==> src/srx_pkg.sv <==
// Constants, types and register map of the two-wire slave receiver.
// Assumes an APB master with 32-bit data on the same clock as the block.
//
// Behaviour
// - Status codes assume prescaler field masked zero
// - Upper seven own-address bits give slave address
// - Own-address bit zero enables general call 0x00
// - Address acknowledged only while ack enable set
// - Direction bit zero selects slave receive
// - Own address write sets flag and status
// - Lost arbitration entry reports 0x68 or 0x78
// - Cleared ack enable gives NACK after next byte
// - Ack enable zero isolates; recognition resumes when set
// - Sleep still matches address with ack enable
// - Sleep match wakes part, stretches SCL until clear
// - Data register not updated while asleep
// - 0x60 own address write acknowledged
// - 0x68 arbitration lost, own address acknowledged
// - 0x70 general call acknowledged
// - 0x78 arbitration lost, general call acknowledged
// - 0x80 own data byte ACKed, software reads
// - 0x88 NACKed; clear returns to unaddressed slave
// - Leaving addressed: recognition per ack; start request
// - 0x90 and 0x98 general call data codes
// - 0xA0 STOP or repeated START while addressed
package srx_pkg;

    // ----------------------------------------
    // Register map (byte addresses)
    // ----------------------------------------
    localparam logic [7:0] OFF_CTRL   = 8'h00;
    localparam logic [7:0] OFF_STATUS = 8'h04;
    localparam logic [7:0] OFF_DATA   = 8'h08;
    localparam logic [7:0] OFF_OWN    = 8'h0C;

    // ----------------------------------------
    // Control bit positions
    // ----------------------------------------
    localparam int CB_IRQ_FLAG  = 7;
    localparam int CB_ACK_EN    = 6;
    localparam int CB_START     = 5;
    localparam int CB_STOP      = 4;
    localparam int CB_WCOL      = 3;
    localparam int CB_IFACE_EN  = 2;
    localparam int CB_IRQ_EN    = 0;

    // ----------------------------------------
    // Reset values and misc
    // ----------------------------------------
    localparam logic [7:0] RST_OWN    = 8'h00;
    localparam logic [7:0] RST_DATA   = 8'hFF;
    localparam logic [7:0] GC_ADDR    = 8'h00;
    localparam logic [3:0] BITS_BYTE  = 4'h8;

    // ----------------------------------------
    // Status codes (prescaler bits zero)
    // ----------------------------------------
    localparam logic [7:0] SC_IDLE    = 8'hF8;
    localparam logic [7:0] SC_OWN_W   = 8'h60;
    localparam logic [7:0] SC_ARB_OWN = 8'h68;
    localparam logic [7:0] SC_GC      = 8'h70;
    localparam logic [7:0] SC_ARB_GC  = 8'h78;
    localparam logic [7:0] SC_DAT_ACK = 8'h80;
    localparam logic [7:0] SC_DAT_NAK = 8'h88;
    localparam logic [7:0] SC_GCD_ACK = 8'h90;
    localparam logic [7:0] SC_GCD_NAK = 8'h98;
    localparam logic [7:0] SC_STOP    = 8'hA0;

    typedef enum logic [6:0] {
        ST_IDLE = 7'h01,
        ST_ADDR = 7'h02,
        ST_AACK = 7'h04,
        ST_DATA = 7'h08,
        ST_DACK = 7'h10,
        ST_HOLD = 7'h20,
        ST_SKIP = 7'h40
    } srx_state_t;

    typedef struct packed {
        logic       paddr_ok;
        logic [7:0] paddr;
        logic       pwrite;
        logic [7:0] pwdata;
    } srx_apb_req_t;

    typedef struct packed {
        srx_state_t  state;
        logic        scl_m;
        logic        scl_s;
        logic        scl_p;
        logic        sda_m;
        logic        sda_s;
        logic        sda_p;
        logic        busy;
        logic [7:0]  shift;
        logic [3:0]  bit_cnt;
        logic        gc_hit;
        logic        arb_seen;
        logic        ack_plan;
        logic [7:0]  own_addr;
        logic        irq_flag;
        logic        ack_enable;
        logic        start_request;
        logic        stop_request;
        logic        write_collision;
        logic        iface_enable;
        logic        irq_enable;
        logic [1:0]  presc;
        logic [7:0]  status;
        logic [7:0]  data;
        logic        sda_oe;
        logic        scl_oe;
        logic        irq;
        logic        wake;
        logic        start_out;
        logic        pready;
        logic        pslverr;
        logic [31:0] prdata;
    } srx_st_t;

endpackage

==> src/srx_slave_rx.sv <==
// Two-wire slave receiver with APB register access.
// Assumes SCL and SDA come from pins and arb_lost/sleep_i from same-clock logic.
//
// The APB slave port and the register offsets are this design's own decisions.
`timescale 1ns/1ps
`default_nettype none

module srx_slave_rx
    import srx_pkg::*;
#(
    parameter int ADDR_W = 8
) (
    input  wire logic              core_clk,  // System clock, 40 MHz
    input  wire logic              rst,       // Synchronous reset, active high
    input  wire logic              psel,      // APB select
    input  wire logic              penable,   // APB access phase
    input  wire logic              pwrite,    // APB direction, 1 = write
    input  wire logic [ADDR_W-1:0] paddr,     // APB byte address
    input  wire logic [31:0]       pwdata,    // APB write data
    output logic      [31:0]       prdata,    // APB read data
    output logic                   pready,    // APB ready
    output logic                   pslverr,   // APB error, unmapped address
    input  wire logic              scl_i,     // SCL pin level
    output logic                   scl_o,     // SCL drive value, always low
    output logic                   scl_oe,    // SCL pulled low while high
    input  wire logic              sda_i,     // SDA pin level
    output logic                   sda_o,     // SDA drive value, always low
    output logic                   sda_oe,    // SDA pulled low while high
    input  wire logic              arb_lost,  // Pulse: master lost arbitration
    input  wire logic              sleep_i,   // Part is in a deep sleep mode
    output logic                   wake_o,    // Wake request to power control
    output logic                   start_o,   // Start wanted and bus free
    output logic                   irq_o      // Flag and enable both set
);

    if (ADDR_W < 8 || ADDR_W > 32) begin : g_bad_addr_w
        $error("ADDR_W must be 8..32");
    end

    srx_st_t r;
    srx_st_t n;

    logic scl_rise;
    logic scl_fall;
    logic start_c;
    logic stop_c;

    logic own_hit;
    logic gc_match;
    logic addressed;
    logic sel_ok;
    logic [7:0] adr;

    // ----------------------------------------
    // Output taps
    // ----------------------------------------
    assign scl_o   = 1'b0;
    assign sda_o   = 1'b0;
    assign prdata  = r.prdata;
    assign pready  = r.pready;
    assign pslverr = r.pslverr;
    assign scl_oe  = r.scl_oe;
    assign sda_oe  = r.sda_oe;
    assign wake_o  = r.wake;
    assign start_o = r.start_out;
    assign irq_o   = r.irq;

    // ----------------------------------------
    // Bus condition decode
    // ----------------------------------------
    assign scl_rise  = r.scl_s & ~r.scl_p;
    assign scl_fall  = ~r.scl_s & r.scl_p;
    assign start_c   = r.scl_s & r.scl_p & r.sda_p & ~r.sda_s;
    assign stop_c    = r.scl_s & r.scl_p & ~r.sda_p & r.sda_s;
    assign own_hit   = (r.shift[7:1] == r.own_addr[7:1]) & ~r.shift[0];
    assign gc_match  = (r.shift == GC_ADDR) & r.own_addr[0];
    assign addressed = (r.state == ST_DATA) | (r.state == ST_DACK);
    assign adr       = paddr[7:0];
    assign sel_ok    = (adr == OFF_CTRL)   |
                       (adr == OFF_STATUS) |
                       (adr == OFF_DATA)   |
                       (adr == OFF_OWN);

    always_comb begin
        n = r;
        n.scl_m = scl_i;
        n.scl_s = r.scl_m;
        n.scl_p = r.scl_s;
        n.sda_m = sda_i;
        n.sda_s = r.sda_m;
        n.sda_p = r.sda_s;

        // ----------------------------------------
        // APB slave: answer one cycle into access
        // ----------------------------------------
        n.pready  = psel & penable & ~r.pready;
        n.pslverr = psel & penable & ~r.pready & ~sel_ok;
        n.prdata  = 32'h0000_0000;
        if (psel & penable & ~r.pready) begin
            case (adr)
                OFF_CTRL: begin
                    n.prdata[CB_IRQ_FLAG] = r.irq_flag;
                    n.prdata[CB_ACK_EN]   = r.ack_enable;
                    n.prdata[CB_START]    = r.start_request;
                    n.prdata[CB_STOP]     = r.stop_request;
                    n.prdata[CB_WCOL]     = r.write_collision;
                    n.prdata[CB_IFACE_EN] = r.iface_enable;
                    n.prdata[CB_IRQ_EN]   = r.irq_enable;
                end

                OFF_STATUS: begin
                    n.prdata[7:0] = {r.status[7:3], 1'b0, r.presc};
                end

                OFF_DATA: begin
                    n.prdata[7:0] = r.data;
                end

                OFF_OWN: begin
                    n.prdata[7:0] = r.own_addr;
                end

                default: begin
                    n.prdata = 32'h0000_0000;
                end
            endcase
        end

        if (psel & penable & r.pready & pwrite & sel_ok) begin
            case (adr)
                OFF_CTRL: begin
                    if (pwdata[CB_IRQ_FLAG]) begin
                        n.irq_flag = 1'b0;
                    end
                    n.ack_enable    = pwdata[CB_ACK_EN];
                    n.start_request = pwdata[CB_START];
                    n.stop_request  = pwdata[CB_STOP];
                    n.iface_enable  = pwdata[CB_IFACE_EN];
                    n.irq_enable    = pwdata[CB_IRQ_EN];
                end

                OFF_STATUS: begin
                    n.presc = pwdata[1:0];
                end

                OFF_DATA: begin
                    if (r.irq_flag) begin
                        n.data = pwdata[7:0];
                    end else begin
                        n.write_collision = 1'b1;
                    end
                end

                OFF_OWN: begin
                    n.own_addr = pwdata[7:0];
                end

                default: begin
                    n.presc = r.presc;
                end
            endcase

            if (adr == OFF_DATA && r.irq_flag) begin
                n.write_collision = 1'b0;
            end
        end

        // ----------------------------------------
        // Link side
        // ----------------------------------------
        if (arb_lost) begin
            n.arb_seen = 1'b1;
        end

        if (start_c) begin
            n.busy = 1'b1;
        end else if (stop_c) begin
            n.busy = 1'b0;
        end

        // ----------------------------------------
        // Transfer sequencing
        // ----------------------------------------
        if (n.stop_request) begin
            // Slave-side stop request only recovers the interface
            n.stop_request = 1'b0;
            n.state        = ST_IDLE;
            n.sda_oe       = 1'b0;
            n.scl_oe       = 1'b0;
        end else if ((start_c | stop_c) & addressed) begin
            n.irq_flag = 1'b1;
            n.status   = SC_STOP;
            n.sda_oe   = 1'b0;
            n.state    = ST_HOLD;
        end else if (start_c & (r.state != ST_HOLD)) begin
            n.state   = ST_ADDR;
            n.bit_cnt = 4'h0;
            n.sda_oe  = 1'b0;
        end else if (stop_c & (r.state != ST_HOLD)) begin
            n.state  = ST_IDLE;
            n.sda_oe = 1'b0;
        end else begin
            case (r.state)
                ST_IDLE, ST_SKIP: begin
                    n.sda_oe = 1'b0;
                end

                ST_ADDR: begin
                    if (scl_rise) begin
                        n.shift   = {r.shift[6:0], r.sda_s};
                        n.bit_cnt = r.bit_cnt + 4'h1;
                    end else if (scl_fall && r.bit_cnt == BITS_BYTE) begin
                        // Matching also runs asleep, from SCL edges alone
                        if (r.ack_enable & (own_hit | gc_match)) begin
                            n.sda_oe = 1'b1;
                            n.gc_hit = gc_match & ~own_hit;
                            n.state  = ST_AACK;
                        end else begin
                            n.state = ST_SKIP;
                        end
                    end
                end

                ST_AACK: begin
                    if (scl_fall) begin
                        n.sda_oe   = 1'b0;
                        n.irq_flag = 1'b1;
                        n.scl_oe   = 1'b1;
                        n.arb_seen = 1'b0;
                        n.state    = ST_HOLD;
                        if (r.gc_hit) begin
                            n.status = r.arb_seen ? SC_ARB_GC : SC_GC;
                        end else begin
                            n.status = r.arb_seen ? SC_ARB_OWN : SC_OWN_W;
                        end
                    end
                end

                ST_HOLD: begin
                    if (~r.irq_flag) begin
                        n.scl_oe = 1'b0;
                        if (r.status == SC_DAT_NAK || r.status == SC_GCD_NAK ||
                            r.status == SC_STOP) begin
                            n.state  = ST_IDLE;
                            n.status = SC_IDLE;
                        end else begin
                            n.state    = ST_DATA;
                            n.bit_cnt  = 4'h0;
                            n.ack_plan = r.ack_enable;
                        end
                    end else begin
                        n.scl_oe = (r.status != SC_STOP);
                    end
                end

                ST_DATA: begin
                    if (scl_rise) begin
                        n.shift   = {r.shift[6:0], r.sda_s};
                        n.bit_cnt = r.bit_cnt + 4'h1;
                    end else if (scl_fall && r.bit_cnt == BITS_BYTE) begin
                        n.sda_oe = r.ack_plan;
                        if (~sleep_i) begin
                            n.data = r.shift;
                        end
                        n.state = ST_DACK;
                    end
                end

                ST_DACK: begin
                    if (scl_fall) begin
                        n.sda_oe   = 1'b0;
                        n.irq_flag = 1'b1;
                        n.scl_oe   = 1'b1;
                        n.state    = ST_HOLD;
                        if (r.gc_hit) begin
                            n.status = r.ack_plan ? SC_GCD_ACK : SC_GCD_NAK;
                        end else begin
                            n.status = r.ack_plan ? SC_DAT_ACK : SC_DAT_NAK;
                        end
                    end
                end

                default: begin
                    n.state = ST_IDLE;
                end
            endcase
        end

        if (~n.iface_enable) begin
            n.state  = ST_IDLE;
            n.sda_oe = 1'b0;
            n.scl_oe = 1'b0;
        end

        n.irq       = n.irq_flag & n.irq_enable;
        n.wake      = sleep_i & n.irq_flag & (n.state == ST_HOLD);
        n.start_out = n.start_request & n.iface_enable & ~n.busy;
    end

    // ----------------------------------------
    // State register
    // ----------------------------------------
    always_ff @(posedge core_clk) begin
        if (rst) begin
            r <= '{
                state:           ST_IDLE,
                scl_m:           1'b1,
                scl_s:           1'b1,
                scl_p:           1'b1,
                sda_m:           1'b1,
                sda_s:           1'b1,
                sda_p:           1'b1,
                busy:            1'b0,
                shift:           8'h00,
                bit_cnt:         4'h0,
                gc_hit:          1'b0,
                arb_seen:        1'b0,
                ack_plan:        1'b0,
                own_addr:        RST_OWN,
                irq_flag:        1'b0,
                ack_enable:      1'b0,
                start_request:   1'b0,
                stop_request:    1'b0,
                write_collision: 1'b0,
                iface_enable:    1'b0,
                irq_enable:      1'b0,
                presc:           2'h0,
                status:          SC_IDLE,
                data:            RST_DATA,
                sda_oe:          1'b0,
                scl_oe:          1'b0,
                irq:             1'b0,
                wake:            1'b0,
                start_out:       1'b0,
                pready:          1'b0,
                pslverr:         1'b0,
                prdata:          32'h0000_0000
            };
        end else begin
            r <= n;
        end
    end

endmodule // srx_slave_rx

`default_nettype wire

==> config.mk <==
export PLATFORM = sky130hd
export DESIGN_NAME = srx_slave_rx
export DESIGN_NICKNAME = d
export VERILOG_FILES = /design/src/srx_pkg.sv /design/src/srx_slave_rx.sv
export SDC_FILE = /design/constraint.sdc
export NUM_CORES = 1
export LEC_CHECK = 0
export ABC_AREA = 1
export ABC_CLOCK_PERIOD_IN_PS = 1800
export BUFFER_PORTS_ARGS = -buffer_cell sky130_fd_sc_hd__buf_2
export CORE_AREA = 4 4 87 109
export CTS_BUF_LIST = sky130_fd_sc_hd__clkbuf_2
export DETAILED_ROUTE_END_ITERATION = 16
export DIE_AREA = 0 0 91 113
export PLACE_DENSITY_LB_ADDON = 0.05
export SLEW_MARGIN = 20
export SYNTH_ARGS = -nofsm -noshare
export SYNTH_HDL_FRONTEND = slang
export SYNTH_SLANG_ARGS = --single-unit
export TNS_END_PERCENT = 30
==> constraint.sdc <==
create_clock -name core_clk -period 1.8 [get_ports core_clk]
set_input_delay 0.18 -clock core_clk [delete_from_list [all_inputs] [get_ports core_clk]]
set_output_delay 0.18 -clock core_clk [all_outputs]
set_load 0.05 [all_outputs]
== Word-level counts from Yosys, hierarchy flattened ==
Cells that the tools add are included.

* Shifts and indexed selects: 0
* $add $sub $neg: 1
* Equal/unequal tests: 35
* Divide/modulo/power cells: 0
* Multiply operators: 0
* Magnitude comparators: 0
* Mux-type cells: 82
* Reductions and logical operators: 28
* Bitwise gates (word level): 49

{| class="wikitable"
|+ Operators by type and width
! kind !! count
|-
| 8-bit 2-to-1 mux || 12
|-
| 7-bit 2-to-1 mux || 13
|-
| 4-bit 2-to-1 mux || 10
|-
| 7-bit one-hot mux with 5 select lines || 1
|-
| 16-bit 2-to-1 mux || 2
|-
| 9-bit 2-to-1 mux || 3
|-
| 1-bit 2-to-1 mux || 26
|-
| 1-bit AND || 25
|-
| 8-bit equality test, second input constant || 3
|-
| 6-bit one-hot mux with 4 select lines || 1
|-
| 8-bit one-hot mux with 3 select lines || 1
|-
| 7-bit AND reduction || 3
|-
| 1-bit inverter || 18
|-
| 8-bit by 4-bit equality test with 1-bit output, second input constant || 2
|-
| 8-bit logical NOT || 2
|-
| 8-bit AND reduction || 2
|-
| 3-bit inequality test, second input constant || 5
|-
| 7-bit by 6-bit equality test with 1-bit output, second input constant || 2
|-
| 2-bit inequality test, second input constant || 7
|-
| 2-bit 2-to-1 mux || 6
|-
| 5-bit 2-to-1 mux || 2
|-
| 8-bit by 3-bit equality test with 1-bit output, second input constant || 1
|-
| 8-bit inequality test, second input constant || 1
|-
| 1-bit one-hot mux with 4 select lines || 2
|-
| 29 further kinds || 45
|}

* Logic and storage cells: 228
* Latch bits: 0
* Memories: 0
* Bits in registers: 101
* Memory bits (read-only): 0
* Output and inout port bits: 41
* RAM bits: 0
* Input port bits: 49

== Depth between registers and ports, before layout ==
* Depth in word-level cells: 15
* Gate-level depth with buffers: 13
* Gate-level depth less buffers: 13

== Least setup slack after synthesis ==
Ideal clock, no wire load.

* Path type: register -> register
* From: register r, in the netlist pready
* To: register r[40] (netlist bit)
* Path slack: -0.016 ns
* Buffers on the path: 0
* Required time: 1.666 ns
* Setup time: 0.134 ns
* Arrival time: 1.682 ns
* Period minus slack after synthesis: 1.816 ns
* Cell stages (with the launch flop): 7
* Path through: dfxtp_1 -> nand2_1 -> nor2_2 -> nand3_2 -> or2_2 -> o211ai_2 -> nand3_1

* Longest elaborated chain between the ends: 12
* Elaborated cells on any way between the ends: 13
* Classes of those cells: 10 x mux; 3 x bitwise

{| class="wikitable"
|+ Ends and longest elaborated chain
! what !! RTL line !! RTL
|-
| start, declared || srx_slave_rx.sv:40 || <nowiki>srx_st_t r;</nowiki>
|-
| start signal, assigned || srx_slave_rx.sv:305 || <nowiki>r <= '{</nowiki>
|-
| start signal, assigned || srx_slave_rx.sv:340 || <nowiki>r <= n;</nowiki>
|-
| 1-bit AND (*) (3 in a row) || srx_slave_rx.sv:129 || <nowiki>if (psel & penable & r.pready & pwrite & sel_ok) begin</nowiki>
|-
| 8-bit 2-to-1 mux || srx_slave_rx.sv:129 ||
|-
| 8-bit 2-to-1 mux || srx_slave_rx.sv:262 || <nowiki>if (~sleep_i) begin</nowiki>
|-
| 9-bit 2-to-1 mux || srx_slave_rx.sv:260 || <nowiki>end else if (scl_fall && r.bit_cnt == BITS_BYTE) begin</nowiki>
|-
| 9-bit 2-to-1 mux || srx_slave_rx.sv:257 || <nowiki>if (scl_rise) begin</nowiki>
|-
| 8-bit 2-to-1 mux || srx_slave_rx.sv:203 || <nowiki>case (r.state)</nowiki>
|-
| 16-bit 2-to-1 mux || srx_slave_rx.sv:199 || <nowiki>end else if (stop_c & (r.state != ST_HOLD)) begin</nowiki>
|-
| 16-bit 2-to-1 mux || srx_slave_rx.sv:195 || <nowiki>end else if (start_c & (r.state != ST_HOLD)) begin</nowiki>
|-
| 8-bit 2-to-1 mux || srx_slave_rx.sv:190 || <nowiki>end else if ((start_c | stop_c) & addressed) begin</nowiki>
|-
| 8-bit 2-to-1 mux (*) || srx_slave_rx.sv:184 || <nowiki>if (n.stop_request) begin</nowiki>
|}

Mark *: on every way between the ends. The rest lies on a longest branch, timed or not. The select of a mux whose other input is x is not followed.
A chain may end at the register's enable or synchronous reset.

== Final worst setup path ==
* From: register r[100] (netlist bit)
* To: register r[80] (netlist bit)

* Longest elaborated chain between the ends: 5
* Elaborated cells on any way between the ends: 13
* Classes of those cells: 4 x eq/ne; 7 x bitwise; 2 x reduce/logical

{| class="wikitable"
|+ Ends and longest elaborated chain
! what !! RTL line !! RTL
|-
| 7-bit by 4-bit equality test with 1-bit output / 7-bit by 5-bit equality test with 1-bit output (equally long branches) || srx_slave_rx.sv:77, srx_slave_rx.sv:203 ||
|-
| 1-bit OR || srx_slave_rx.sv:77 || <nowiki>assign addressed = (r.state == ST_DATA) | (r.state == ST_DACK);</nowiki>
|-
| 1-bit AND || srx_slave_rx.sv:190 ||
|-
| 1-bit inverter (no line) || - ||
|-
| 6-bit AND reduction (no line) (*) || - ||
|}

Mark *: on every way between the ends. The rest lies on a longest branch, timed or not.

==> flow_summary.ini <==
[sta]
skew_ns = 0.0324
slew_violations = 0
hold_violations = 0
post-route-period-util = 0.926
worst_slack_ns = 0.132
fmax_mhz = 600
layout_min_cycle_time_ns = 1.67
setup-violations-final = 0
rsz0062_at_grt = false
fin_tns_setup_ns = 0

[synthesis]
yosysWarnings = 0
synth_top_cells_by_area = dfxtp_1, nand2_1, buf_4, nand3_1, inv_1
synth_cells = 559
ys_types = 44
yosysTopAreaCell = dfxtp_1
synth_top_area_share = 0.356
ys_ff_latch = 73
yosysSeqAreaShare = 0.356
syn_area_sq_um = 4110
synth.avg_cell_area_sq_um = 7.35

[status]
outcome = finished, final reports clean

[detailed_routing]
drc_errors = 0
wl_per_cell_um = 14.0
num_vias = 3655
wl_met3_um = 413
antenna_left = 0
wl_met1_um = 4200
viasPerCell = 5.01
dr.max_layer_used = met4
drtIter0Drc = 127
dr_wl_met2_um = 5350
postRouteWirelength_um = 10200
firstDrtPassIters = 4

[pwr]
powerDensity_nw_per_um2 = 578
ir_worst_vdd_uv = 371
p_leak_nw = 2.17

[finish]
nets = 676
layout.cells.most_common = nand2_1
layout.cells.non_filler = 729
fillers = 882
stdcell_area_sq_um = 4630
syn2layout_area_growth_pct = 12.6
n_antenna_cell = 0
final_cell_mix = nand2_1, dfxtp_1, inv_1, nor2_1, nand3_1
drive_gt1_frac = 0.238

[clock_tree]
cts_buffers = 9
clock_sinks = 73
cts_tree = done
cts-root-buf = clkbuf_2
insertion_delay_ns = 0.52
clock_path_buffers = 2
clkTransAtPathRegs_ns = 0.19
htreeDepth = 3

[grt]
overflow = 0
grt_pass1_vias = 3475
grt_usage = 0.206
grt_pass1_wl_um = 16800
grt_max_degree = 18
grt_antenna_before_repair = 0

[floorplanning]
io_pins = 90
dieArea_sq_um = 10300
core_area_sq_um = 8560
start_util = 0.480
die_h_um = 113
fp.dieW_um = 91
rows = 38

[placed_design]
placed_area_sq_um = 4330
dp_hpwl_um = 7980
numPortBuffers = 39
place_inst = 695
routabilityCongestion = 0.889
pre_cts_ws_ns = 0.0301

[min_path]
hp-class = input port to flip-flop

[critical_path]
cp-end-kind = flip-flop
critPathLaunchType = flip-flop
arrival_ns = 2.07
crit_type = flip-flop to flip-flop
worstPathRequired_ns = 2.21
worstPathMaxFanout = 8

[flow_run]
maxCapViolCount = 0
==> per-layer routing <==
metal | GRT usage | vias to the layer above
met1 | 0.241 | 1680
met5 | 0 | -
met3 | 0.0439 | 18
li1 | - | 1876
met2 | 0.360 | 81
met4 | 0.0946 | 0
==> power breakdown <==
part | internal, W | total (W) | switching [W] | leakage [nW]
Sequential | 0.00163 | 0.00163 | 0.00000513 | 0.592
Clock | 0.000167 | 0.000734 | 0.000567 | 0.0587
Combinational | 0.0000767 | 0.000308 | 0.000231 | 1.52
==> flip-flops by register name (all words and copies together) (netlist names) <==
signal	count
irq_o	1
pready	1
sda_oe	1
n	4
pslverr	1
scl_oe	1
start_o	1
wake_o	1
r	54
prdata	8
==> final cells by class <==
type | count | area (sq um) | area share
Clock buffer | 10 | 50.0 | 0.0108
Timing Repair Buffer | 71 | 485 | 0.105
Sequential cell | 73 | 1470 | 0.317
Clock inverter | 5 | 23.8 | 0.00514
Inverter | 73 | 284 | 0.0614
Multi-Input combinational cell | 397 | 2190 | 0.474
Tap cell | 100 | 125 | 0.0270
==> Yosys cell counts (all sizes together) <==
library cell / count
o21bai: 1
xor2: 2
nor2: 75
nand4: 4
nand2: 119
a221oi: 1
clkbuf: 5
ha: 2
nor3: 10
clkinv: 2
or2: 7
nor3b: 1
inv: 71
and2: 1
a31oi: 3
o21ai: 32
nand3b: 3
dfxtp: 73
conb: 1
buf: 37
nor4: 2
a21oi: 40
o211ai: 10
nand3: 54
o22ai: 3
==> path summary, 6_finish.rpt <==
path         slack, ns              start                   end  depth (start not counted)
max               0.13  r[100]$_SDFF_PP0_    r[80]$_SDFFE_PP0P_                         10
min               0.08           paddr[0]  prdata[7]$_SDFF_PP0_                          6
max reg2reg       0.13  r[100]$_SDFF_PP0_    r[80]$_SDFFE_PP0P_                         10
min reg2reg       0.40   n[89]$_SDFF_PP1_      n[88]$_SDFF_PP1_                          1
==> per-stage QoR <==
| step | power, W | utilization | hold slack (ns) |
|---|---|---|---|
| floorplan | 0.00192 | - | 0.284 |
| global placement | 0.00194 | 0.506 | 0.362 |
| detailed placement | 0.00194 | 0.506 | 0.368 |
| CTS | 0.00271 | 0.532 | 0.00858 |
| global route | 0.00281 | 0.541 | 0.0328 |
| finish | 0.00268 | 0.541 | 0.0793 |
==> critical path, stage by stage, from the launching register on <==
cell	delay [ns]
dfxtp_1	0.39
nor2_4	0.14
nand2_4	0.11
nor2_8	0.20
inv_2	0.09
nand2_4	0.09
nand2_2	0.13
nor2_8	0.18
nor2_1	0.07
a21oi_2	0.11
nor2_2	0.04
==> cells by family (layout without fill, tap and decap cells) <==
logic type	Yosys count	after routing	share of synthesized area
compound gates	90	90	0.134
xor+xnor	2	2	0.00426
fa+ha+maj	2	2	0.00609
buf+inv	115	159	0.143
flops	73	73	0.356
other cells	1	26	0.000912
simple gates	276	277	0.356
==> repair_timing <==
action | in CTS | in global routing
setup endpoints to repair | 3 | 32
hold buffers | 14 | 1
hold endpoints to repair | 22 | 1
pin swaps | 0 | 1
buffers inserted | 0 | 3
cloned | 0 | 1
gates resized for setup | 1 | 11
(Power assumes the default switching activity.)
